==> src/rtl/iefc_pkg.sv <==
// Package with register map, bit positions and shared types of the interrupt control block.
package iefc_pkg;

  localparam int ADDR_W = 9;
  localparam int DATA_W = 8;

  localparam logic [ADDR_W-1:0] INTERRUPT_CONTROL_BANK0 = 9'h00B;
  localparam logic [ADDR_W-1:0] INTERRUPT_CONTROL_BANK1 = 9'h08B;
  localparam logic [ADDR_W-1:0] INTERRUPT_CONTROL_BANK2 = 9'h10B;
  localparam logic [ADDR_W-1:0] INTERRUPT_CONTROL_BANK3 = 9'h18B;
  localparam logic [ADDR_W-1:0] IRQ_STATUS_ADDR = 9'h1F0;
  localparam logic [ADDR_W-1:0] IRQ_MASK_ADDR = 9'h1F1;

  localparam int GLOBAL_IRQ_ENABLE_BIT = 7;
  localparam int PERIPHERAL_GROUP_ENABLE_BIT = 6;
  localparam int TIMER_ZERO_OVERFLOW_ENABLE_BIT = 5;
  localparam int EXTERNAL_PIN_IRQ_ENABLE_BIT = 4;
  localparam int PORT_CHANGE_IRQ_ENABLE_BIT = 3;
  localparam int TIMER_ZERO_OVERFLOW_FLAG_BIT = 2;
  localparam int EXTERNAL_PIN_IRQ_FLAG_BIT = 1;
  localparam int PORT_CHANGE_IRQ_FLAG_BIT = 0;

  localparam logic [6:0] CONTROL_UPPER_RESET = 7'h00;
  localparam logic [DATA_W-1:0] IRQ_MASK_RESET = 8'h00;
  localparam int PORT_CHANGE_PINS = 4;

  localparam int EV_TIMER = 0;
  localparam int EV_EXT = 1;
  localparam int EV_PORT = 2;
  localparam int EV_PERIPH = 3;
  localparam int EV_COUNT = 4;

  typedef struct packed {
    logic [ADDR_W-1:0] addr;
    logic [DATA_W-1:0] wdata;
    logic wr;
    logic rd;
  } iefc_req_s;

  typedef enum logic [1:0] {
    IEFC_ARM = 2'b00,
    IEFC_RUN = 2'b01
  } iefc_state_e;

endpackage : iefc_pkg

==> src/rtl/iefc_core.sv <==
// Interrupt enable and flag control register with event capture and request output.
//
// How it works
// - One 8-bit control register, readable and writable, holding enables and flags.
// - Flags set on their events whatever the enable bits hold.
// - Bit 7 is the global enable gating every request on core_irq_req; the irq output is not gated by it.
// - Bit 6 enables the peripheral group; clear disables peripheral requests on core_irq_req only, not on irq.
// - Bit 5 enables the timer-zero overflow interrupt.
// - Bit 4 enables the external pin interrupt.
// - Bit 2 sets on timer-zero overflow and holds until software clears it.
// - Bit 0 sets when any of four upper port pins changes state.
// - Upper seven bits reset to zero; port-change flag keeps its value on reset.
// - Control register appears at four bank addresses, one physical register.
`timescale 1ns/100ps

module iefc_core
  import iefc_pkg::*;
(
  input wire logic core_clk,
  input wire logic rst,
  input wire iefc_req_s bus_req,
  output logic [DATA_W-1:0] rdata,
  input wire logic timer_zero_overflow,
  input wire logic external_irq_pin,
  input wire logic external_edge_rising,
  input wire logic [PORT_CHANGE_PINS-1:0] port_change_pins,
  input wire logic peripheral_irq,
  output logic core_irq_req,
  output logic irq
);

  logic [DATA_W-1:1] ctrl_hi_q;
  logic port_flag_q;
  logic [DATA_W-1:0] ctrl_value;
  logic [DATA_W-1:0] status_q;
  logic [DATA_W-1:0] mask_q;
  logic [2:0] ext_sync_q;
  logic [2:0] port_sync_q [PORT_CHANGE_PINS];
  logic [PORT_CHANGE_PINS-1:0] port_ref_q;
  iefc_state_e state_q;
  logic ctrl_hit;
  logic wr_ctrl;
  logic ext_edge;
  logic port_changed;
  logic [EV_COUNT-1:0] events;

  // Bank mirror decode.
  // four bank aliases
  assign ctrl_hit = (bus_req.addr == INTERRUPT_CONTROL_BANK0) ||
                    (bus_req.addr == INTERRUPT_CONTROL_BANK1) ||
                    (bus_req.addr == INTERRUPT_CONTROL_BANK2) ||
                    (bus_req.addr == INTERRUPT_CONTROL_BANK3);
  assign wr_ctrl = bus_req.wr && ctrl_hit;

  // External pin synchroniser; edge judged only on the second and third stages.
  // It is not reset, so a pin held high across reset does not look like a new edge.
  always_ff @(posedge core_clk) begin
    ext_sync_q <= {ext_sync_q[1:0], external_irq_pin};
  end

  assign ext_edge = external_edge_rising ? (ext_sync_q[1] && !ext_sync_q[2])
                                         : (!ext_sync_q[1] && ext_sync_q[2]);

  // Port pins pass three stages each, one generate block per pin.
  genvar gi;
  generate
    for (gi = 0; gi < PORT_CHANGE_PINS; gi++) begin : g_port
      always_ff @(posedge core_clk) begin
        port_sync_q[gi] <= {port_sync_q[gi][1:0], port_change_pins[gi]};
      end
    end
  endgenerate

  // Port changes count only from the cycle after reset, once the state moves to IEFC_RUN.
  always_ff @(posedge core_clk) begin
    if (rst) begin
      state_q <= IEFC_ARM;
    end else begin
      state_q <= IEFC_RUN;
    end
  end

  // The reference follows the pins through reset, so levels held across reset are no change.
  always_ff @(posedge core_clk) begin
    port_ref_q <= port_changed_mask();
  end

  // A pin counts as changed only when its second and third stages agree.
  function automatic logic [PORT_CHANGE_PINS-1:0] port_changed_mask();
    logic [PORT_CHANGE_PINS-1:0] m;
    m = port_ref_q;
    for (int i = 0; i < PORT_CHANGE_PINS; i++) begin
      if (port_sync_q[i][1] == port_sync_q[i][2]) begin
        m[i] = port_sync_q[i][1];
      end
    end
    return m;
  endfunction : port_changed_mask

  assign port_changed = (state_q == IEFC_RUN) && (port_changed_mask() != port_ref_q);

  // Control register: writes store all bits, hardware events set flags and win over clears.
  always_ff @(posedge core_clk) begin
    if (rst) begin
      ctrl_hi_q <= CONTROL_UPPER_RESET;
    end else begin
      if (wr_ctrl) begin
        ctrl_hi_q <= bus_req.wdata[7:1];
      end
      if (timer_zero_overflow) begin
        ctrl_hi_q[TIMER_ZERO_OVERFLOW_FLAG_BIT] <= 1'b1;
      end
      if (ext_edge) begin
        ctrl_hi_q[EXTERNAL_PIN_IRQ_FLAG_BIT] <= 1'b1;
      end
    end
  end

  always_ff @(posedge core_clk) begin
    if (wr_ctrl) begin
      port_flag_q <= bus_req.wdata[PORT_CHANGE_IRQ_FLAG_BIT];
    end
    if (!rst && port_changed) begin
      port_flag_q <= 1'b1;
    end
  end

  assign ctrl_value = {ctrl_hi_q, port_flag_q};

  assign core_irq_req = ctrl_value[GLOBAL_IRQ_ENABLE_BIT] && (
      (ctrl_value[TIMER_ZERO_OVERFLOW_ENABLE_BIT] && ctrl_value[TIMER_ZERO_OVERFLOW_FLAG_BIT]) ||
      (ctrl_value[EXTERNAL_PIN_IRQ_ENABLE_BIT] && ctrl_value[EXTERNAL_PIN_IRQ_FLAG_BIT]) ||
      (ctrl_value[PORT_CHANGE_IRQ_ENABLE_BIT] && ctrl_value[PORT_CHANGE_IRQ_FLAG_BIT]) ||
      (ctrl_value[PERIPHERAL_GROUP_ENABLE_BIT] && peripheral_irq));

  assign events[EV_TIMER] = timer_zero_overflow;
  assign events[EV_EXT] = ext_edge;
  assign events[EV_PORT] = port_changed;
  assign events[EV_PERIPH] = peripheral_irq;

  // Sticky event status, cleared by a read; an event in the read cycle survives.
  always_ff @(posedge core_clk) begin
    if (rst) begin
      status_q <= '0;
    end else begin
      status_q <= ((bus_req.rd && bus_req.addr == IRQ_STATUS_ADDR) ? '0 : status_q) |
                  {{(DATA_W-EV_COUNT){1'b0}}, events};
    end
  end

  always_ff @(posedge core_clk) begin
    if (rst) begin
      mask_q <= IRQ_MASK_RESET;
    end else if (bus_req.wr && bus_req.addr == IRQ_MASK_ADDR) begin
      mask_q <= bus_req.wdata;
    end
  end

  assign irq = |(status_q & mask_q);

  // Read data stand one cycle after the strobe; unmapped reads return zero.
  always_ff @(posedge core_clk) begin
    if (rst) begin
      rdata <= '0;
    end else if (bus_req.rd) begin
      if (ctrl_hit) begin
        rdata <= ctrl_value;
      end else if (bus_req.addr == IRQ_STATUS_ADDR) begin
        rdata <= status_q;
      end else if (bus_req.addr == IRQ_MASK_ADDR) begin
        rdata <= mask_q;
      end else begin
        rdata <= '0;
      end
    end else begin
      rdata <= '0;
    end
  end

endmodule : iefc_core

==> config.mk <==
export PLATFORM = sky130hd
export DESIGN_NAME = iefc_core
export DESIGN_NICKNAME = d
export VERILOG_FILES = /design/src/rtl/iefc_pkg.sv /design/src/rtl/iefc_core.sv
export SDC_FILE = /design/constraint.sdc
export NUM_CORES = 1
export LEC_CHECK = 0
export BUFFER_PORTS_ARGS = -buffer_cell sky130_fd_sc_hd__buf_2
export CAP_MARGIN = 20
export CELL_PAD_IN_SITES_DETAIL_PLACEMENT = 2
export CELL_PAD_IN_SITES_GLOBAL_PLACEMENT = 2
export CORE_MARGIN = 2
export CORE_UTILIZATION = 32
export CTS_CLUSTER_DIAMETER = 100
export DETAILED_ROUTE_END_ITERATION = 8
export GPL_TIMING_DRIVEN = 0
export PLACE_DENSITY = 0.88
export RECOVER_POWER = 50
export SYNTH_ARGS = -nofsm -noshare
export SYNTH_HDL_FRONTEND = slang
export SYNTH_SLANG_ARGS = --single-unit
==> constraint.sdc <==
create_clock -name core_clk -period 1.9 [get_ports core_clk]
set_clock_uncertainty 0.1 [all_clocks]
set_input_delay 0.38 -clock core_clk [delete_from_list [all_inputs] [get_ports core_clk]]
set_output_delay 0.38 -clock core_clk [all_outputs]
set_load 0.005 [all_outputs]
==> results of run 1 <==
cells in the final DEF (no fill, tap or decap), drive strengths merged, types with 4 or more instances in the layout:
cell | netlist | final
nand2 | 12 | 12
mux2i | 9 | 9
nor2 | 26 | 26
clkbuf | 4 | 14
dfxtp | 48 | 48
buf | 4 | 36
a32oi | 4 | 4
nand3 | 8 | 8
a22oi | 8 | 8
a21oi | 12 | 12
mux2 | 4 | 4
logic make-up (layout without fill, tap and decap cells):
family          count (synthesis)  after routing  share of synthesized area
simple gates                   60             60                      0.177
fa+ha+maj                       2              2                     0.0121
buf+inv                        10             53                     0.0256
mux                            13             13                     0.0814
compound gates                 31             31                      0.124
flops                          48             48                      0.579
where the power goes:
| group | total, mW | internal [mW] | switching (mW) |
|---|---|---|---|
| clock | 0.567 | 0.251 | 0.317 |
| sequential | 1.07 | 1.05 | 0.0274 |
| combinational | 0.109 | 0.0523 | 0.0571 |
per-stage QoR:
step,area (um2),hold slack [ns],power [mW]
2_1_floorplan,1660,0.210,1.15
3_3_place_gp,1930,0.211,1.19
3_5_place_dp,1930,0.217,1.21
4_1_cts,2000,0.0701,1.77
5_1_grt,2000,0.0677,1.83
6_report,2000,0.0760,1.75
flip-flops by register name, summed over array words and instances, names as in the netlist:
signal and flops:
ctrl_hi_q 7, ext_sync_q 3, mask_q 8, port_flag_q 1
port_ref_q 4, port_sync_q 12, rdata 8, state_q 1
status_q 4
worst max path at each step:
stage,end,cells after the start
2_1_floorplan,ctrl_hi_q[1],5
3_3_place_gp,mask_q[3],6
3_5_place_dp,mask_q[2],6
4_1_cts,mask_q[2],6
5_1_grt,mask_q[2],6
6_report,mask_q[2],6
critical path: cells and delay by family:
kind,cells,cell delay (ns)
mux,1,0.27
simple gates,3,0.78
buf+inv,2,0.40
layer usage:
layer / wire (um) / global-route usage
met3: 194 / 0.0391
met1: 1890 / 0.195
met5: 0 / 0
met2: 2340 / 0.288
met4: 79 / 0.0509
cell type report:
class                   instances  area (um2)
fillers                       579        3040
flip-flops and latches         48         961
multi-input cells             106         656
repair buffers                 36         175
well taps                      70        87.6
clock buffers                   6        72.6
plain buffers                   8        35.0
inverters                       2        7.51
clock inverters                 1        5.00
==> metrics list, run 1 <==
* Headroom to the max-slew limit: 0.583
- Counting flops with a built-in enable in the synthesized netlist gives 0.
- Sorting the synthesized cells by how often they occur yields sky130_fd_sc_hd__dfxtp_1 (48), sky130_fd_sc_hd__nor2_1 (26), sky130_fd_sc_hd__a21oi_1 (12), sky130_fd_sc_hd__nand2_1 (12), sky130_fd_sc_hd__mux2i_1 (9).
* Weighted congestion reported at the end of routability-driven placement: 0.754
- For this run the aggregate overflow at the end of global routing stands at 0.
* Pwr per Cell Area: 875 mW/mm2
- Core Box Area: 0.00504 mm2
* Total via count after detailed routing: 1359
* Critical Path Start Type: input port
- For this run, the leading register cell type out of synthesis is sky130_fd_sc_hd__dfxtp_1.
- Number of antenna violations at the first check in global routing: 0
* RSZ-0062 raised after global routing: no
* Count of final max-slew check failures: 0
- In this run the register-to-register setup slack is 0.28 ns.
- Wire length of the first global-routing pass: 7.31 mm
- Number of distinct library cells after synthesis: 33
* Via count of the first global-routing pass: 1462
* Final Hold Fails: 0
- Worst-path maximum fanout: 8
* Delay of the slowest cell on the worst path: 0.46 ns
- Total setup violations reported at the end of the flow: 0
- Setup slack after layout: 0.127 ns
- For this design the static power due to leakage is 0.789 nW.
- Num Clock Sinks: 48
- The die covers 0.00578 mm2.
- Input and output buffers added on the ports amount to 36.
- Pre-Repair DR Iteration Count: 4
- TritonCTS built the clock tree.
* Most common cell in the synthesized netlist: sky130_fd_sc_hd__dfxtp_1
- Of the post-synthesis cell area, the dominant cell type holds 0.579.
- Quantity of gates resized following cts: 0
* Maximum vdd ir drop: 400 uV
- First-iteration detailed-routing DRC count: 54
- Across every metal layer, demand over resource in global routing totals 0.163.
- Detailed placement ended at an HPWL of 3.29 mm.
- The H-tree was split into 2 levels.
- Remaining routing DRC violations: 0
- The worst setup path is of the in2reg kind.
* Status: complete, no violations
- Die outline height: 76.0 um
- Core Rows: 26
- Sequential share of the synthesized area: 0.579
- In this run the critical register-to-register path is captured at port_flag_q.
* Synth async-reset ratio: 0
- Fraction of final layout cells sized beyond drive strength 1: 0.232
* Type of the tightest min-delay check: in2reg
* Count of antenna diodes in the layout: 0
- Post-Synthesis Cells: 164
* Final Critical Period: 1.77 ns
- Synthesis inferred 48 register bits.
- Number of max-cap violations: 0
- Number of routed nets with antenna violations: 0
- Setup TNS: 0 ns
* Worst setup path start: bus_req[11]
- Data on the critical path is required at its endpoint by 1.97 ns.
- Insertion delay of the later-clocked pin in the worst-skew pair: 0.30 ns
- Kind of end point of the critical path: register
- In this run the post-CTS setup repair buffer count came out at 0.
- For the worst setup path, the data arrival time is 1.84 ns.
- Post-Place Setup Slack: -0.128 ns
- Post-detailed-route wirelength per cell: 16.2 um
- The worst register-to-register path has a depth of 4.
- Number of non-filler instances in the completed layout: 277
* Cell count of the worst hold path: 1
- Once placement completed, the tool counted placed cells totaling 270.
- The root buffer cell chosen for the clock tree is sky130_fd_sc_hd__clkbuf_8.
* Max Buffers Root-to-Sink: 2
* Avg Synthesized Cell Area: 10.1 um2
* Upper clock frequency limit: 564 MHz
- Most common cell type on the critical path: sky130_fd_sc_hd__buf_2
- After detailed routing, the total wire length is 4.50 mm.
- The worst hold path begins at port_change_pins[3].
- Beginning of the worst register-to-register path: port_sync_q[3][2]
- After clock tree synthesis, the clock-pin slew on the worst setup and hold paths is 0.08 ns.
- Die X: 76.0 um
* Number of nets in the finished design: 236
- Cts bufs inserted: 5
- Crit share post-route: 0.933
- Actual transition at the worst max-transition pin: 0.618 ns
- Total nets after synthesis: 193
- Count of warnings emitted by yosys: 0
- Slowest-stage cell, CP: sky130_fd_sc_hd__nor4bb_1
- Num ports: 39
* Worst Hold Endpoint: port_sync_q[3][0]
* Yosys top cell by area: sky130_fd_sc_hd__dfxtp_1
- Entering global routing, the biggest net connects 14 pins.
- Relative to the synthesized area, the layout overhead comes to 20.5%.
- Final standard cell utilization of the core: 0.397
- Largest cells by area after synthesis: sky130_fd_sc_hd__dfxtp_1 (58%), sky130_fd_sc_hd__nor2_1 (5.9%), sky130_fd_sc_hd__mux2i_1 (5.4%), sky130_fd_sc_hd__a21oi_1 (3.6%), sky130_fd_sc_hd__a22oi_1 (3.6%)
- Hold repair after CTS inserted 0 buffers.
- Post-synthesis cell area: 0.00166 mm2
* Critical-path cell list: buf_2 > nor4bb_1 > and4_1 > buf_2 > mux2i_1 > nor2_1
- Vias/cell: 4.91
- For this configuration, the core starts out at a cell density of 0.329.
(Power assumes the default switching activity.)
==> inputs of run 2 (changes only) <==
GPL_TIMING_DRIVEN = default   (was 0)
==> run 2 against run 1 <==
  * Sequential cell count stayed put
  * Critical path depth is 1 lower
  * Final cell count is 0.72% higher
  * Total power is 4.4% higher
  * Sequential power hardly changed
  * Die area stayed put
==> metrics list, run 2 (synthesis results as in run 1) <==
- The run finished with clean final reports.
* Crit share post-route: 0.884
- Core Box Area: 0.00504 mm2
* Number of flip-flops under the largest register name: 12
- Die outline height: 76.0 um
- Count of final max-slew check failures: 0
* Root Buffer Master: sky130_fd_sc_hd__clkbuf_8
* Type of the tightest min-delay check: in2reg
* Global route overflow: 0
- The number of antenna violations at the first check in global routing came to 0.
* Final Hold Fails: 0
- Die X: 76.0 um
- At the end of the flow the core is filled with cells to 0.408.
* Count of antenna diodes in the layout: 0
- For this design, the slowest cell found on the critical path is sky130_fd_sc_hd__nor4bb_1.
- The worst register-to-register path has a setup slack of 0.27 ns.
- Setup CP Type: in2reg
* Insertion delay of the later-clocked pin in the worst-skew pair: 0.30 ns
- The H-tree was split into 2 levels.
* Num ports: 39
- Number of routed nets with antenna violations: 0
* Leakage Power: 0.809 nW
- Detailed Route WL: 4.34 mm
* Pin count of the biggest net entering global routing: 19
- Number of nets in the finished design: 237
- Max Buffers Root-to-Sink: 2
- Static timing analysis puts the maximum clock frequency at 596 MHz.
- Register clock-pin slew on the reported worst setup and hold paths: 0.09 ns
- After detailed routing, the number of vias per cell comes to 4.91.
- After layout, the design draws a total of 1.83 mW.
- Critical-path cell list: buf_2 > nor4bb_1 > and2_0 > a32oi_1 > nor2_1
- Core Rows: 26
- Postcts setup bufs: 0
- Total setup violations reported at the end of the flow: 0
- Measured against its own limit, the worst slew margin works out to 0.575.
* Leading cell types in the layout, fill and taps excluded: sky130_fd_sc_hd__dfxtp_1 (48), sky130_fd_sc_hd__buf_2 (33), sky130_fd_sc_hd__nor2_1 (26), sky130_fd_sc_hd__a21oi_1 (12), sky130_fd_sc_hd__nand2_1 (12)
- Remaining routing DRC violations: 0
- GR Util All Layers: 0.163
- For the worst setup path, the data required time is 2.04 ns.
* First-iteration detailed-routing DRC count: 68
- In this run, CTS created clock tree buffers numbering 5.
- DP Wirelength: 3.28 mm
* Hold buffers post-CTS: 0
* Clock tree from TritonCTS: yes
* Pwr per Cell Area: 887 mW/mm2
- Critical Path Start Type: input port
- Register containing the most flip-flops in the final layout: port_sync_q
- For this block, the via count after detailed routing is 1369.
* Actual transition at the worst max-transition pin: 0.630 ns
- Via count of the first global-routing pass: 1430
- The worst path in the final design needs a cycle of 1.68 ns, including I/O delays and setup.
- Effective utilization at floorplan: 0.329
- Post-detailed-route wirelength per cell: 15.5 um
- Compared with the post-synthesis result, the final layout area differs by 24.1%.
- Overall die area: 0.00578 mm2
- The first TritonRoute pass finished after 4 iterations.
* Largest regs: port_sync_q: 12 flops, mask_q: 8 flops, rdata: 8 flops
- Setup repair after global routing left no endpoint under its margin.
- Counting the fill cells in the layout gives 571.
- The largest single stage delay on the critical path is 0.49 ns.
- Quantity of gates resized following cts: 0
- The clock net in this run drives a total of 48 sinks.
- Post-DP Area: 0.00197 mm2
- Routability-driven placement finished with a final weighted congestion of 0.736.
- Worst-path maximum fanout: 8
- Finished Cell Area: 0.00206 mm2
* Data arrival time at the worst-slack endpoint: 1.82 ns
- Across all hold checks on the routed design, the worst slack comes to 0.0692 ns.
- Kind of end point of the critical path: register
- Across the run, the number of max-cap violations was 0.
- Setup TNS: 0 ns
- The first global-routing pass estimated 7.28 mm of wire.
- Number of buffer cells added on primary ports: 38
- In the final layout, the share of cells above drive strength 1 is 0.258.
* Most common library cell in the layout ignoring fill and taps: sky130_fd_sc_hd__dfxtp_1
- Maximum vdd ir drop: 393 uV
==> run 2: path summary, 6_finish.rpt <==
check | from | to | depth (start not counted)
worst max-delay path | bus_req[12] | rdata[7] | 5
worst min-delay path | external_irq_pin | ext_sync_q[0] | 1
worst max register to register | port_sync_q[3][2] | port_flag_q | 4
worst min register to register | ext_sync_q[0] | ext_sync_q[1] | 0
==> run 2: routing by layer <==
metal / wire length (um) / track usage / share of wire
met1: 1950 / 0.202 / 0.45
met2: 2160 / 0.275 / 0.50
met3: 168 / 0.0427 / 0.039
met4: 61 / 0.0600 / 0.014
met5: 0 / 0 / 0
==> run 2: area by class of cell <==
class | count | area (um2) | area share
Sequential cell | 48 | 961 | 0.467
Clock buffer | 6 | 82.6 | 0.0401
Timing Repair Buffer | 45 | 249 | 0.121
Clock inverter | 2 | 15.0 | 0.00729
Multi-Input combinational cell | 106 | 656 | 0.319
Tap cell | 70 | 87.6 | 0.0426
Inverter | 2 | 7.51 | 0.00365
==> run 2: critical path, delay by kind of cell <==
| family | cells | cell delay [ns] |
|---|---|---|
| AO/OA/AOI/OAI | 1 | 0.22 |
| buffers and inverters | 1 | 0.10 |
| AND/OR/NAND/NOR | 3 | 1.11 |
==> run 2: where the power goes <==
group	switching (mW)	total [mW]	internal, mW
registers	0.0261	1.07	1.04
logic	0.0568	0.114	0.0572
clock network	0.346	0.640	0.295
total	0.429	1.83	1.40
==> run 2: stage by stage <==
step | instances | worst slack, ns
after detailed placement | 271 | -0.0717
after global routing | 279 | 0.109
after floorplan | 164 | 0.143
after CTS | 279 | 0.242
final | 279 | 0.221
after global placement | 271 | -0.00671
==> inputs of run 3 (changes only) <==
BUFFER_PORTS_ARGS = -buffer_cell sky130_fd_sc_hd__clkbuf_2   (was -buffer_cell sky130_fd_sc_hd__buf_2)
CTS_CLUSTER_DIAMETER = default   (was 100)
==> run 3 against run 2 <==
  * Design area is 1.2% higher
  * Global-route usage is 0.16 points lower
  * Total power is 7.5% higher
  * Highest routed layer unchanged
  * Utilization is 0.50 points higher
  * Clock-buffer cell count stayed put
  * Critical path type unchanged
  * Critical path depth is 1 higher
==> metrics list, run 3 (synthesis results as in run 1) <==
* Status: complete, no violations
- Post-DP Area: 0.00197 mm2
- Clock tree from TritonCTS: yes
* Number of max-cap violations: 0
- The share of total power dissipated in sequential elements is 0.546.
- Total setup violations reported at the end of the flow: 0
- The startpoint identified for the worst register-to-register timing path is port_sync_q[3][2].
- Quantity of gates resized following cts: 0
- Insertion delay of the later-clocked pin in the worst-skew pair: 0.31 ns
- Clock tree synthesis found a total of 48 sinks.
- Counting the fill cells in the layout gives 576.
- For this run, the top clock speed supported by timing is 616 MHz.
- Register containing the most flip-flops in the final layout: port_sync_q
- Cell count of the worst hold path: 1
* Most common library cell in the layout ignoring fill and taps: sky130_fd_sc_hd__dfxtp_1
- The worst setup path is launched from an input port.
- Internal power: 1.53 mW
* Detailed Route WL: 4.26 mm
* Number of antenna violations at the first check in global routing: 0
- On the worst path, the slowest cell contributes a delay of 0.41 ns.
- The longest clock path from root to sink contains 2 buffers.
- Global route overflow: 0
- Number of routed nets with antenna violations: 0
- After clock tree synthesis, the flow added hold-fix buffers numbering 0.
* Final Hold Fails: 0
- The largest registers in the layout are port_sync_q: 12 flops, mask_q: 8 flops, rdata: 8 flops.
- The core region is 0.00504 mm2.
- The die covers 0.00578 mm2.
- The critical path goes through clkbuf_2 > or3b_1 > or4_1 > buf_4 > nor3_1 > a211oi_1.
- Total via count after detailed routing: 1354
- The critical path is of the in2reg type.
- The worst register-to-register path ends at port_flag_q.
- Actual transition at the worst max-transition pin: 0.466 ns
- Part of the total power dissipated in combinational logic: 0.058
* Core Rows: 26
- After legalization and detailed placement, the total HPWL measured 3.22 mm.
* Cts bufs inserted: 5
- Type of the tightest min-delay check: in2reg
- Measured along the y axis, the die boundary spans 76.0 um.
- For this design the static power due to leakage is 0.831 nW.
- In the routed layout, each cell is associated on average with a via count of 4.85.
- Setup slack of the worst register-to-register path: 0.43 ns
- Worst-path maximum fanout: 9
- Together, buffers and inverters on the worst path number 2.
- Cell count of the worst reg-to-reg path: 4
- Remaining routing DRC violations: 0
- Number of buffer cells added on primary ports: 38
* Die X: 76.0 um
- For the worst setup path, the data arrival time is 1.72 ns.
* Pre-Repair DR Iteration Count: 2
* Leading cell types in the layout, fill and taps excluded: sky130_fd_sc_hd__dfxtp_1 (48), sky130_fd_sc_hd__clkbuf_2 (34), sky130_fd_sc_hd__nor2_1 (26), sky130_fd_sc_hd__a21oi_1 (12), sky130_fd_sc_hd__nand2_1 (12)
* Final standard cell utilization of the core: 0.413
* Proportion of total power due to net switching: 0.219
- Setup TNS: 0 ns
- The startpoint identified for the worst hold timing path is port_change_pins[0].
- Count of final max-slew check failures: 0
- Net Sw Power: 0.429 mW
- The area growth from synthesis to layout is 25.6%.
- Of the available clock period, the critical path in the final layout requires 0.855.
* GR Util All Layers: 0.162
- The first routing iteration left 80 violations.
- For this configuration, the core starts out at a cell density of 0.329.
- Number of non-filler instances in the completed layout: 279
* Crit-path leading delay family: simple AND/OR/NAND/NOR gates
- Measured against its own limit, the worst slew margin works out to 0.685.
- In the final routed layout, each cell accounts on average for 15.3 um.
- Register clock-pin slew on the reported worst setup and hold paths: 0.09 ns
- For this run, the post-layout net count is 237.
* Wire length of the first global-routing pass: 7.40 mm
* Worst Hold Endpoint: port_sync_q[0][0]
- Number of flip-flops under the largest register name: 12
* Finished Cell Area: 0.00208 mm2
* Postcts setup bufs: 0
* Hold WS: 0.0672 ns
- Root Buffer Master: sky130_fd_sc_hd__clkbuf_8
* Weighted congestion reported at the end of routability-driven placement: 0.737
- During I/O placement, the number of pins put on the boundary was 39.
- Slowest-stage cell, CP: sky130_fd_sc_hd__or3b_1
- The via count of the first global-routing pass was 1477.
* H-tree lvl count: 2
* Placed cell count: 271
* Pin count of the biggest net entering global routing: 19
* Maximum vdd ir drop: 485 uV
- Kind of end point of the critical path: register
- Setup repair after global routing left no endpoint under its margin.
- Final Critical Period: 1.62 ns
- The repair_antennas step left the layout with diodes totalling 0.
* Critical path data required time: 2.00 ns
- Share of total power in the clock network: 0.396
- Pwr per Cell Area: 942 mW/mm2
- Fraction of final layout cells sized beyond drive strength 1: 0.263
run 3: changes by cell type in the layout (fill, tap and decap cells not counted):
cell	change
sky130_fd_sc_hd__clkinvlp_4	-2
sky130_fd_sc_hd__clkbuf_2	+34
sky130_fd_sc_hd__clkbuf_1	-1
sky130_fd_sc_hd__bufinv_16	+1
sky130_fd_sc_hd__buf_2	-33
sky130_fd_sc_hd__and2_0	-1
sky130_fd_sc_hd__and2_1	+1
sky130_fd_sc_hd__clkinv_4	+1
run 3: worst max path at each step:
| stage | start | end | slack, ns | cells past startpoint |
|---|---|---|---|---|
| 6_report | bus_req[16] | ctrl_hi_q[2] | 0.28 | 6 |
| 5_1_grt | bus_req[16] | ctrl_hi_q[1] | 0.21 | 6 |
| 4_1_cts | ctrl_hi_q[1] | core_irq_req | 0.27 | 3 |
| 3_5_place_dp | bus_req[16] | ctrl_hi_q[1] | -0.04 | 6 |
| 3_3_place_gp | bus_req[16] | ctrl_hi_q[1] | 0.01 | 6 |
| 2_1_floorplan | bus_req[16] | ctrl_hi_q[1] | 0.14 | 5 |
run 3: area by class of cell:
cell class                 count  area, um2  area share
clock buffer                   6       82.6      0.0396
clock inverter                 2       38.8      0.0186
inverter                       2       7.51     0.00360
multi-input combinational    106        656       0.315
sequential                    48        961       0.461
tap                           70       87.6      0.0420
timing repair buffer          45        250       0.120
run 3: metrics by stage:
step / total power, mW / setup slack [ns]
CTS: 1.99 / 0.273
global placement: 1.20 / 0.0108
finish: 1.96 / 0.276
global route: 2.05 / 0.207
floorplan: 1.15 / 0.143
detailed placement: 1.21 / -0.0352
run 3: metal layers:
layer / vias to the layer above / GRT usage / wire, um
met3: 6 / 0.0355 / 143
li1: 666 / - / -
met5: - / 0 / 0
met1: 661 / 0.210 / 2020
met2: 21 / 0.264 / 2040
met4: 0 / 0.0600 / 62
run 3: power by group through the flow:
stage	Combinational, mW	Sequential [mW]	Clock, mW
global placement	0.109	1.09	0
global route	0.129	1.08	0.845
detailed placement	0.113	1.10	0
floorplan	0.0598	1.09	0
finish	0.113	1.07	0.778
CTS	0.115	1.07	0.800
run 3: worst reg2reg max path, delay by kind of cell, from the launching register on:
kind / cells / cell delay, ns
DFF: 1 / 0.34
and+or+nand+nor: 1 / 0.12
AOI/OAI and AO/OA: 3 / 0.78
